## config.mk

```make
export PLATFORM = sky130hd
export DESIGN_NAME = apscs_core
export DESIGN_NICKNAME = d
export VERILOG_FILES = /design/src/apscs_pkg.sv /design/src/apscs_core.sv
export SDC_FILE = /design/constraint.sdc
export NUM_CORES = 1
export LEC_CHECK = 0
export ABC_AREA = 1
export BUFFER_PORTS_ARGS = -buffer_cell sky130_fd_sc_hd__buf_2
export CAP_MARGIN = 20
export CORE_ASPECT_RATIO = 1.2
export CORE_MARGIN = 2
export CORE_UTILIZATION = 45
export DETAILED_ROUTE_END_ITERATION = 8
export PLACE_DENSITY = 0.62
export SYNTH_ARGS = -nofsm -noshare
export SYNTH_HDL_FRONTEND = slang
export SYNTH_SLANG_ARGS = --single-unit
export TNS_END_PERCENT = 1
```

## constraint.sdc

```tcl
create_clock -name sys_clk -period 3.6 [get_ports sys_clk]
set_clock_uncertainty 0.2 [all_clocks]
set_input_delay 0.36 -clock sys_clk [delete_from_list [all_inputs] [get_ports sys_clk]]
set_output_delay 0.36 -clock sys_clk [all_outputs]
set_load 0.01 [all_outputs]
```

## src/apscs_pkg.sv

```systemverilog
// shared constants and types for the paired-input converter sequencer
// Operation
// - each sample-and-hold acquires over exactly two converter clocks after its trigger
// - a trigger posts a pending request, converted when the converter frees
// - both channels of a pair always convert; idle pair sequence is 24 clocks, 26 with seq 1, order 0
// - channel conversion: sample, attach to converter, store result at end
// - dedicated sample-and-hold samples on trigger regardless of sequencing bits
// - shared sample-and-hold samples after previous conversion, waits while occupied
// - simultaneous pair requests are served lowest pair number first
// - order bit 0 converts the even channel of a pair first
// - order bit 1 converts the odd channel of a pair first
// - seq 0, order 0: pair conversions run 0, 1, 2, 3
// - seq 0, order 1: conversions run 1, 0, 3, 2
// - seq 1, order 0: odd channel samples only after even conversion ends
// - seq 1, order 1: conversions run 1, 0, 3, 2 with 3 sampled early
// - results kept as 10 bits, read as 16-bit word formatted by control bit 8
// - straight binary code, all zeros to all ones over the reference span
// - conversion order bit sits at control bit 6
// - sequential sample enable bit sits at control bit 5
// - format value 0 reads results as integers
// - a finished sequence never repeats; each new sequence needs a trigger
package apscs_pkg;

	localparam int unsigned RESULT_W        = 10;
	localparam int unsigned BUS_W           = 16;
	localparam int unsigned CTRL_W          = 16;
	localparam int unsigned FRAC_PAD        = BUS_W - RESULT_W;
	localparam int unsigned CTRL_ON_BIT     = 15;
	localparam int unsigned CTRL_FORMAT_BIT = 8;
	localparam int unsigned CTRL_ORDER_BIT  = 6;
	localparam int unsigned CTRL_SEQ_BIT    = 5;
	localparam int unsigned CTRL_DIV_LSB    = 0;
	localparam int unsigned DIV_W           = 3;
	localparam int unsigned SAMPLE_CLKS     = 2;
	localparam int unsigned CONNECT_CLKS    = 1;
	localparam int unsigned TRIAL_CLKS      = RESULT_W;
	localparam int unsigned PAIR_CLKS       = 24;
	localparam int unsigned DEF_PAIRS       = 4;
	localparam int unsigned BIT_IDX_W       = 4;
	localparam logic        FORMAT_INTEGER  = 1'b0;
	localparam logic [RESULT_W-1:0] TRIAL_FIRST = 10'h200;
	localparam logic [DIV_W-1:0]    DIV_RESET   = 3'h0;

	typedef enum logic [0:0] {
		CONV_IDLE  = 1'b0,
		CONV_TRIAL = 1'b1
	} apscs_conv_state_t;

endpackage

```

## src/apscs_core.sv

```systemverilog
// pair sample and conversion sequencer with result formatting
`timescale 1ns/1ps
`default_nettype none

module apscs_core
	import apscs_pkg::*;
#(
	parameter int unsigned NUM_PAIRS = DEF_PAIRS
) (
	input  wire logic                             sys_clk,
	input  wire logic                             sys_rst,
	input  wire logic [CTRL_W-1:0]                converter_control_reg,
	input  wire logic [NUM_PAIRS-1:0]             pair_trigger,
	input  wire logic [NUM_PAIRS-1:0]             pair_ready_clear,
	input  wire logic                             comp_in,
	input  wire logic                             rd_en,
	input  wire logic [$clog2(2*NUM_PAIRS)-1:0]   rd_sel,
	output logic      [BUS_W-1:0]                 rd_data,
	output logic                                  rd_valid,
	output logic      [2*NUM_PAIRS-1:0]           sample_hold_en,
	output logic      [$clog2(2*NUM_PAIRS)-1:0]   conv_chan_sel,
	output logic      [RESULT_W-1:0]              sar_trial_code,
	output logic                                  conv_busy,
	output logic      [NUM_PAIRS-1:0]             pair_pending,
	output logic      [NUM_PAIRS-1:0]             pair_ready_status
);

	localparam int unsigned NUM_CH = 2 * NUM_PAIRS;
	localparam int unsigned CH_W   = $clog2(NUM_CH);
	localparam int unsigned PAIR_W = CH_W - 1;
	localparam int unsigned SCNT_W = $clog2(SAMPLE_CLKS);

	if (NUM_PAIRS < 2 || (NUM_PAIRS & (NUM_PAIRS - 1)) != 0) begin : g_bad_pairs
		$error("NUM_PAIRS must be a power of two, at least 2");
	end
	if (SAMPLE_CLKS + 2 * (CONNECT_CLKS + TRIAL_CLKS) != PAIR_CLKS) begin : g_bad_timing
		$error("pair timing constants are inconsistent");
	end

	// control fields
	logic             module_on;
	logic             result_format_sel;
	logic             conv_order_sel;
	logic             sequential_sample_en;
	logic [DIV_W-1:0] conv_clock_div_sel;

	assign module_on            = converter_control_reg[CTRL_ON_BIT];
	assign result_format_sel    = converter_control_reg[CTRL_FORMAT_BIT];
	assign conv_order_sel       = converter_control_reg[CTRL_ORDER_BIT];
	assign sequential_sample_en = converter_control_reg[CTRL_SEQ_BIT];
	assign conv_clock_div_sel   = converter_control_reg[CTRL_DIV_LSB +: DIV_W];

	// switching the module off aborts everything in flight, like a reset
	logic clr;
	assign clr = sys_rst | ~module_on;

	// converter clock as an enable pulse
	logic [DIV_W-1:0] div_cnt_reg;
	logic             tick;

	assign tick = (div_cnt_reg == conv_clock_div_sel);

	always_ff @(posedge sys_clk) begin
		if (clr || tick)
			div_cnt_reg <= DIV_RESET;
		else
			div_cnt_reg <= div_cnt_reg + 1'b1;
	end

	// comparator decision comes from the analog side, so it is synchronised
	logic comp_meta_reg;
	logic comp_sync_reg;

	always_ff @(posedge sys_clk) begin
		if (sys_rst) begin
			comp_meta_reg <= 1'b0;
			comp_sync_reg <= 1'b0;
		end else begin
			comp_meta_reg <= comp_in;
			comp_sync_reg <= comp_meta_reg;
		end
	end

	// sequencing state
	apscs_conv_state_t    state_reg;
	logic [NUM_PAIRS-1:0] pend_reg;
	logic [NUM_CH-1:0]    need_reg;
	logic [NUM_CH-1:0]    samp_reg;
	logic [NUM_CH-1:0]    held_reg;
	logic [NUM_CH-1:0]    samp_end;
	logic                 shared_busy_reg;
	logic                 active_reg;
	logic                 second_reg;
	logic [PAIR_W-1:0]    cur_pair_reg;
	logic [CH_W-1:0]      chan_reg;
	logic [BIT_IDX_W-1:0] bit_idx_reg;
	logic [RESULT_W-1:0]  trial_reg;
	logic [RESULT_W-1:0]  trial_next;
	logic [RESULT_W-1:0]  result_buffer [NUM_CH];
	logic [NUM_PAIRS-1:0] ready_reg;

	logic [NUM_PAIRS-1:0] trig_ok;
	logic                 any_pend;
	logic [PAIR_W-1:0]    low_pair;
	logic [PAIR_W-1:0]    sel_pair;
	logic [CH_W-1:0]      tgt_chan;
	logic                 start_conv;
	logic                 done_chan;
	logic                 pair_done;
	logic                 sh_any;
	logic [PAIR_W-1:0]    sh_pick;
	logic                 sh_grant;

	// a pair already in flight ignores a retrigger until it completes
	assign trig_ok = pair_trigger & ~pend_reg;

	// lowest pending pair wins
	always_comb begin
		any_pend = 1'b0;
		low_pair = '0;
		for (int p = NUM_PAIRS - 1; p >= 0; p--) begin
			if (pend_reg[p]) begin
				any_pend = 1'b1;
				low_pair = PAIR_W'(p);
			end
		end
	end

	assign sel_pair = active_reg ? cur_pair_reg : low_pair;
	// odd channel first when the order bit is set
	assign tgt_chan = {sel_pair, conv_order_sel ^ second_reg};
	// a conversion starts only once its channel holds a sample
	assign start_conv = tick && (state_reg == CONV_IDLE) && (active_reg || any_pend)
		&& (held_reg[tgt_chan] || samp_end[tgt_chan]);
	assign done_chan = tick && (state_reg == CONV_TRIAL) && (bit_idx_reg == '0);
	assign pair_done = done_chan && second_reg;

	// shared sample-and-hold arbitration; sequential sampling with order bit 0 holds the odd
	// channel back until its pair has finished the even conversion
	always_comb begin
		sh_any  = 1'b0;
		sh_pick = '0;
		for (int p = NUM_PAIRS - 1; p >= 0; p--) begin
			if (need_reg[2*p+1] && (!sequential_sample_en || conv_order_sel
					|| (active_reg && second_reg && cur_pair_reg == PAIR_W'(p)))) begin
				sh_any  = 1'b1;
				sh_pick = PAIR_W'(p);
			end
		end
	end

	assign sh_grant = tick && !shared_busy_reg && sh_any;

	// per-channel sample timing
	genvar c;
	generate
		for (c = 0; c < NUM_CH; c++) begin : g_chan
			logic              start_samp;
			logic [SCNT_W-1:0] samp_cnt_reg;

			if (c % 2 == 0) begin : g_dedicated
				// dedicated circuits ignore order and sequential bits
				assign start_samp = tick && need_reg[c];
			end else begin : g_shared
				assign start_samp = sh_grant && (sh_pick == PAIR_W'(c / 2));
			end

			always_ff @(posedge sys_clk) begin
				if (clr)
					need_reg[c] <= 1'b0;
				else if (trig_ok[c/2])
					need_reg[c] <= 1'b1;
				else if (start_samp)
					need_reg[c] <= 1'b0;
			end

			always_ff @(posedge sys_clk) begin
				if (clr) begin
					samp_reg[c]  <= 1'b0;
					samp_cnt_reg <= '0;
				end else if (start_samp) begin
					samp_reg[c]  <= 1'b1;
					samp_cnt_reg <= '0;
				end else if (tick && samp_reg[c]) begin
					if (samp_cnt_reg == SCNT_W'(SAMPLE_CLKS - 1))
						samp_reg[c] <= 1'b0;
					else
						samp_cnt_reg <= samp_cnt_reg + 1'b1;
				end
			end

			// the last sample tick may already attach, so an idle pair fits in 24 ticks (26 with sequential sampling and order bit 0)
			assign samp_end[c] = tick && samp_reg[c]
				&& samp_cnt_reg == SCNT_W'(SAMPLE_CLKS - 1);

			// a conversion taking the sample this very tick must not leave it held
			always_ff @(posedge sys_clk) begin
				if (clr)
					held_reg[c] <= 1'b0;
				else if (start_conv && tgt_chan == CH_W'(c))
					held_reg[c] <= 1'b0;
				else if (samp_end[c])
					held_reg[c] <= 1'b1;
			end
		end
	endgenerate

	// shared circuit stays occupied from its sample until that conversion ends
	always_ff @(posedge sys_clk) begin
		if (clr)
			shared_busy_reg <= 1'b0;
		else if (sh_grant)
			shared_busy_reg <= 1'b1;
		else if (done_chan && chan_reg[0])
			shared_busy_reg <= 1'b0;
	end

	always_ff @(posedge sys_clk) begin
		if (clr)
			pend_reg <= '0;
		else
			for (int p = 0; p < NUM_PAIRS; p++) begin
				if (trig_ok[p])
					pend_reg[p] <= 1'b1;
				else if (pair_done && cur_pair_reg == PAIR_W'(p))
					pend_reg[p] <= 1'b0;
			end
	end

	// pair service: both channels before the next pair is looked at
	always_ff @(posedge sys_clk) begin
		if (clr) begin
			active_reg   <= 1'b0;
			second_reg   <= 1'b0;
			cur_pair_reg <= '0;
		end else if (start_conv) begin
			active_reg   <= 1'b1;
			cur_pair_reg <= sel_pair;
		end else if (done_chan) begin
			active_reg <= ~second_reg;
			second_reg <= ~second_reg;
		end
	end

	// successive approximation: the start tick attaches the channel, then
	// one trial per converter clock from the top bit down
	always_comb begin
		trial_next = trial_reg;
		if (!comp_sync_reg)
			trial_next[bit_idx_reg] = 1'b0;
		if (bit_idx_reg != '0)
			trial_next[bit_idx_reg - 1'b1] = 1'b1;
	end

	always_ff @(posedge sys_clk) begin
		if (clr) begin
			state_reg   <= CONV_IDLE;
			chan_reg    <= '0;
			trial_reg   <= '0;
			bit_idx_reg <= '0;
		end else if (tick) begin
			unique case (state_reg)
				CONV_IDLE: begin
					if (start_conv) begin
						state_reg   <= CONV_TRIAL;
						chan_reg    <= tgt_chan;
						trial_reg   <= TRIAL_FIRST;
						bit_idx_reg <= BIT_IDX_W'(TRIAL_CLKS - 1);
					end
				end
				CONV_TRIAL: begin
					trial_reg <= trial_next;
					if (bit_idx_reg == '0)
						state_reg <= CONV_IDLE;
					else
						bit_idx_reg <= bit_idx_reg - 1'b1;
				end
			endcase
		end
	end

	// result buffers are not cleared by reset and hold stale data until written
	always_ff @(posedge sys_clk) begin
		if (done_chan)
			result_buffer[chan_reg] <= trial_next;
	end

	// set wins over a clear arriving in the same cycle
	always_ff @(posedge sys_clk) begin
		if (sys_rst)
			ready_reg <= '0;
		else
			for (int p = 0; p < NUM_PAIRS; p++)
				ready_reg[p] <= (pair_done && cur_pair_reg == PAIR_W'(p))
					|| (ready_reg[p] && !pair_ready_clear[p]);
	end

	// read path formats on the fly
	always_ff @(posedge sys_clk) begin
		if (sys_rst) begin
			rd_data  <= '0;
			rd_valid <= 1'b0;
		end else begin
			rd_valid <= rd_en;
			if (rd_en) begin
				if (result_format_sel == FORMAT_INTEGER)
					rd_data <= {{FRAC_PAD{1'b0}}, result_buffer[rd_sel]};
				else
					rd_data <= {result_buffer[rd_sel], {FRAC_PAD{1'b0}}};
			end
		end
	end

	assign sample_hold_en    = samp_reg;
	assign conv_chan_sel     = chan_reg;
	assign sar_trial_code    = trial_reg;
	assign conv_busy         = (state_reg == CONV_TRIAL);
	assign pair_pending      = pend_reg;
	assign pair_ready_status = ready_reg;

endmodule

`default_nettype wire

```

==> flow_summary_export.csv <==
group,metric,value,unit
critical_path,crit_required,3520,ps
finish,drive_gt1_share,16.78,%
synth,yosysWarnings,0,
routing,drc_errors,0,
synth,netlist_area,0.007032,mm^2
critical_path,crit_type,"reg2reg",
clock_tree,numCtsBuffers,17,
finish,final_cell_mix,"171 x nand2_1, 86 x nor2_1, 85 x dfxtp_1, 80 x edfxtp_1, 79 x inv_1",
floorplanning,io_pins,78,
finish,diodes,0,
critical_path,cp_max_fo,10,
job,max_cap_violations,0,
critical_path,cp-end-kind,"register",
global_routing,use_met3,4.733,%
synth,yosysSeqAreaShare,58.36,%
global_routing,grtUsageMet1,23.32,%
clock_tree,cts_setup_buffers,0,
floorplanning,rows,50,
timing,min_period,2629,ps
placed_design,io_buffers,68,
timing,maxSlewViolCount,0,
routing,ant_nets,0,
routing,vias,5560,
finish,regMostFlops,"result_buffer",
synth,synth_nets,831,
synth,synth_edf_count,80,
power_and_ir_drop,switching_share,23.24,%
clock_tree,cts.clk_slew.worst_paths,60,ps
power_and_ir_drop,p_leak,3.499,nW
floorplanning,die_y,140.9,um
synth,yosys.cell_types.count,33,
floorplanning,fp.dieW,118.1,um
finish,largest_reg_flops,80,
global_routing,grt_busiest_layer,"met2",
global_routing,antenna_found_initial,0,
timing,hold_violations,0,
power_and_ir_drop,powerDensity,476.6,mW/mm^2
critical_path,worstRegToRegCells,10,
placed_design,postPlaceCellArea,0.007662,mm^2
floorplanning,dieArea,0.01665,mm^2
clock_tree,cts.sinks,165,
critical_path,cp.arrival,2550,ps
routing,dr.pass1.iters,4,
outcome,status,"finished, final reports clean",
hold_path,whs_path_depth,4,
finish,layout_commonest_cell,"nand2_1",
critical_path,cp-start-kind,"register",
clock_tree,clkLatencyLatePin,430,ps
power_and_ir_drop,ir_drop,0.0002406,V
placed_design,hpwl,10940,um
clock_tree,ctsRootBufferMaster,"clkbuf_16",
global_routing,grt_pass1_vias,5282,
global_routing,grt_use_met2,34.38,%
global_routing,grt_usage,20.05,%
routing,routed_via_density,5.073,
floorplanning,core,0.01545,mm^2
clock_tree,cts_max_path_buffers,2,
routing,wl_per_cell,14.89,um
finish,final_area,0.008229,mm^2
clock_tree,tritoncts,"built",
global_routing,grt_pass1_wl,26030,um
global_routing,grt_max_degree,41,
power_and_ir_drop,clock_power_share,43.4,%
synth,synth-main-ff-cell,"dfxtp_1",
synth,ys_ff_latch,165,
timing,period_share,73.02,%
power_and_ir_drop,switchingPower,0.9114,mW
clock_tree,cts_htree_levels,4,
synth,async_flop_share,0,%
hold_path,hp-class,"in2reg",
timing,worst_pin_slew,893.8,ps
timing,relSlewSlack,40.35,%
power_and_ir_drop,comb_power_share,6.1,%
timing,rsz0062_at_grt,"no",
finish,fin_nets,914,
placed_design,gp_congestion,0.8445,
floorplanning,start_util,45.51,%
routing,drt_iter0_drc,350,
timing,fmax,0.3804,GHz
finish,synthToLayoutAreaGrowth,17.03,%
global_routing,grt-ovfl-total,0,
power_and_ir_drop,seqPwrFrac,50.5,%
timing,setup_violations,0,
routing,wl,16320,um
synth,syn_area_per_cell,8.878,um^2
synth,syn_inst,792,
power_and_ir_drop,p_int,3.010,mW
timing,fin_tns_setup,0,ps
[synthesized netlist by cell type, types with 2 or more instances]
library cell | count | area, um^2
a21oi_1 | 53 | 265.3
nand2_2 | 8 | 50.05
dfxtp_1 | 85 | 1702
clkinv_1 | 4 | 15.01
buf_1 | 2 | 7.510
nor2_2 | 10 | 62.56
o21ai_1 | 7 | 35.03
buf_6 | 4 | 45.04
edfxtp_1 | 80 | 2402
nand2_1 | 171 | 641.9
inv_2 | 3 | 11.26
clkbuf_1 | 20 | 75.07
o31ai_1 | 9 | 67.56
nor3_1 | 12 | 60.06
a31oi_1 | 2 | 12.51
nand3_1 | 37 | 185.2
o22ai_1 | 20 | 125.1
nand3_4 | 2 | 35.03
o211a_1 | 3 | 30.03
or2_2 | 2 | 12.51
nor2_1 | 86 | 322.8
ha_1 | 8 | 100.1
o21ai_0 | 75 | 375.4
xnor2_1 | 2 | 17.52
inv_1 | 79 | 296.5
[worst paths after layout]
kind | from | slack (ps) | end
max | bit_idx_reg[0] | 970 | result_buffer[4][6]
min | pair_ready_clear[3] | 30 | pair_ready_status[3]
max reg2reg | bit_idx_reg[0] | 970 | result_buffer[4][6]
min reg2reg | comp_meta_reg | 200 | comp_sync_reg
[layer usage]
layer | routed length (um) | vias up | part of all wire [%]
met4 | 490 | 0 | 3.0
met5 | 0 | - | 0
met3 | 605 | 35 | 3.7
met2 | 8296 | 105 | 51
met1 | 6931 | 2614 | 42
li1 | - | 2806 | -
[logic make-up after synthesis]
logic type | count (synthesis) | share of synthesized area, %
flip-flops | 165 | 58.36
buffers and inverters | 114 | 6.583
AO/OA/AOI/OAI | 172 | 13.49
adder cells (fa/ha/maj) | 8 | 1.424
XOR/XNOR | 3 | 0.4805
AND/OR/NAND/NOR | 330 | 19.66
[power groups by stage]
stage | Sequential [mW] | Combinational (mW) | Clock (mW)
after CTS | 1.98 | 0.242 | 1.73
after global routing | 1.98 | 0.271 | 1.81
after detailed placement | 2.02 | 0.240 | 0
final | 1.98 | 0.240 | 1.70
after global placement | 2.02 | 0.239 | 0
after floorplan | 2.03 | 0.165 | 0
[area by class of cell]
class	instances	area [um^2]
Sequential cell	165	4104
Fill cell	1463	7223
Clock inverter	10	70.07
Timing Repair Buffer	91	515.5
Multi-Input combinational cell	513	2465
Tap cell	208	260.3
Clock buffer	22	486.7
Inverter	87	327.8
[through the flow]
stage | std cells | hold WS [ps] | utilization [%] | power, mW | setup slack, ps
floorplan | 792 | 188.3 | - | 2.190 | 832.8
global placement | 1063 | 206.1 | 49.59 | 2.260 | 816.8
detailed placement | 1063 | 201.2 | 49.59 | 2.262 | 811.0
CTS | 1096 | 13.24 | 53.26 | 3.951 | 945.4
global route | 1096 | 46.06 | 53.26 | 4.061 | 670.0
finish | 1096 | 26.29 | 53.26 | 3.922 | 971.2
[what timing repair did]
action	CTS	global route
hold buffers	1	0
hold endpoints to repair	1	0
gates resized for setup	0	0
[worst max-delay path, cell delays in order (launching register included)]
cell and delay [ps]:
dfxtp_1 370, inv_1 200, ha_1 200, inv_1 60
nor2_1 180, inv_1 150, nor2_2 190, inv_1 90
or2_1 250, nor3_1 170, buf_4 250
No activity file was read; power rests on OpenSTA's default activity.
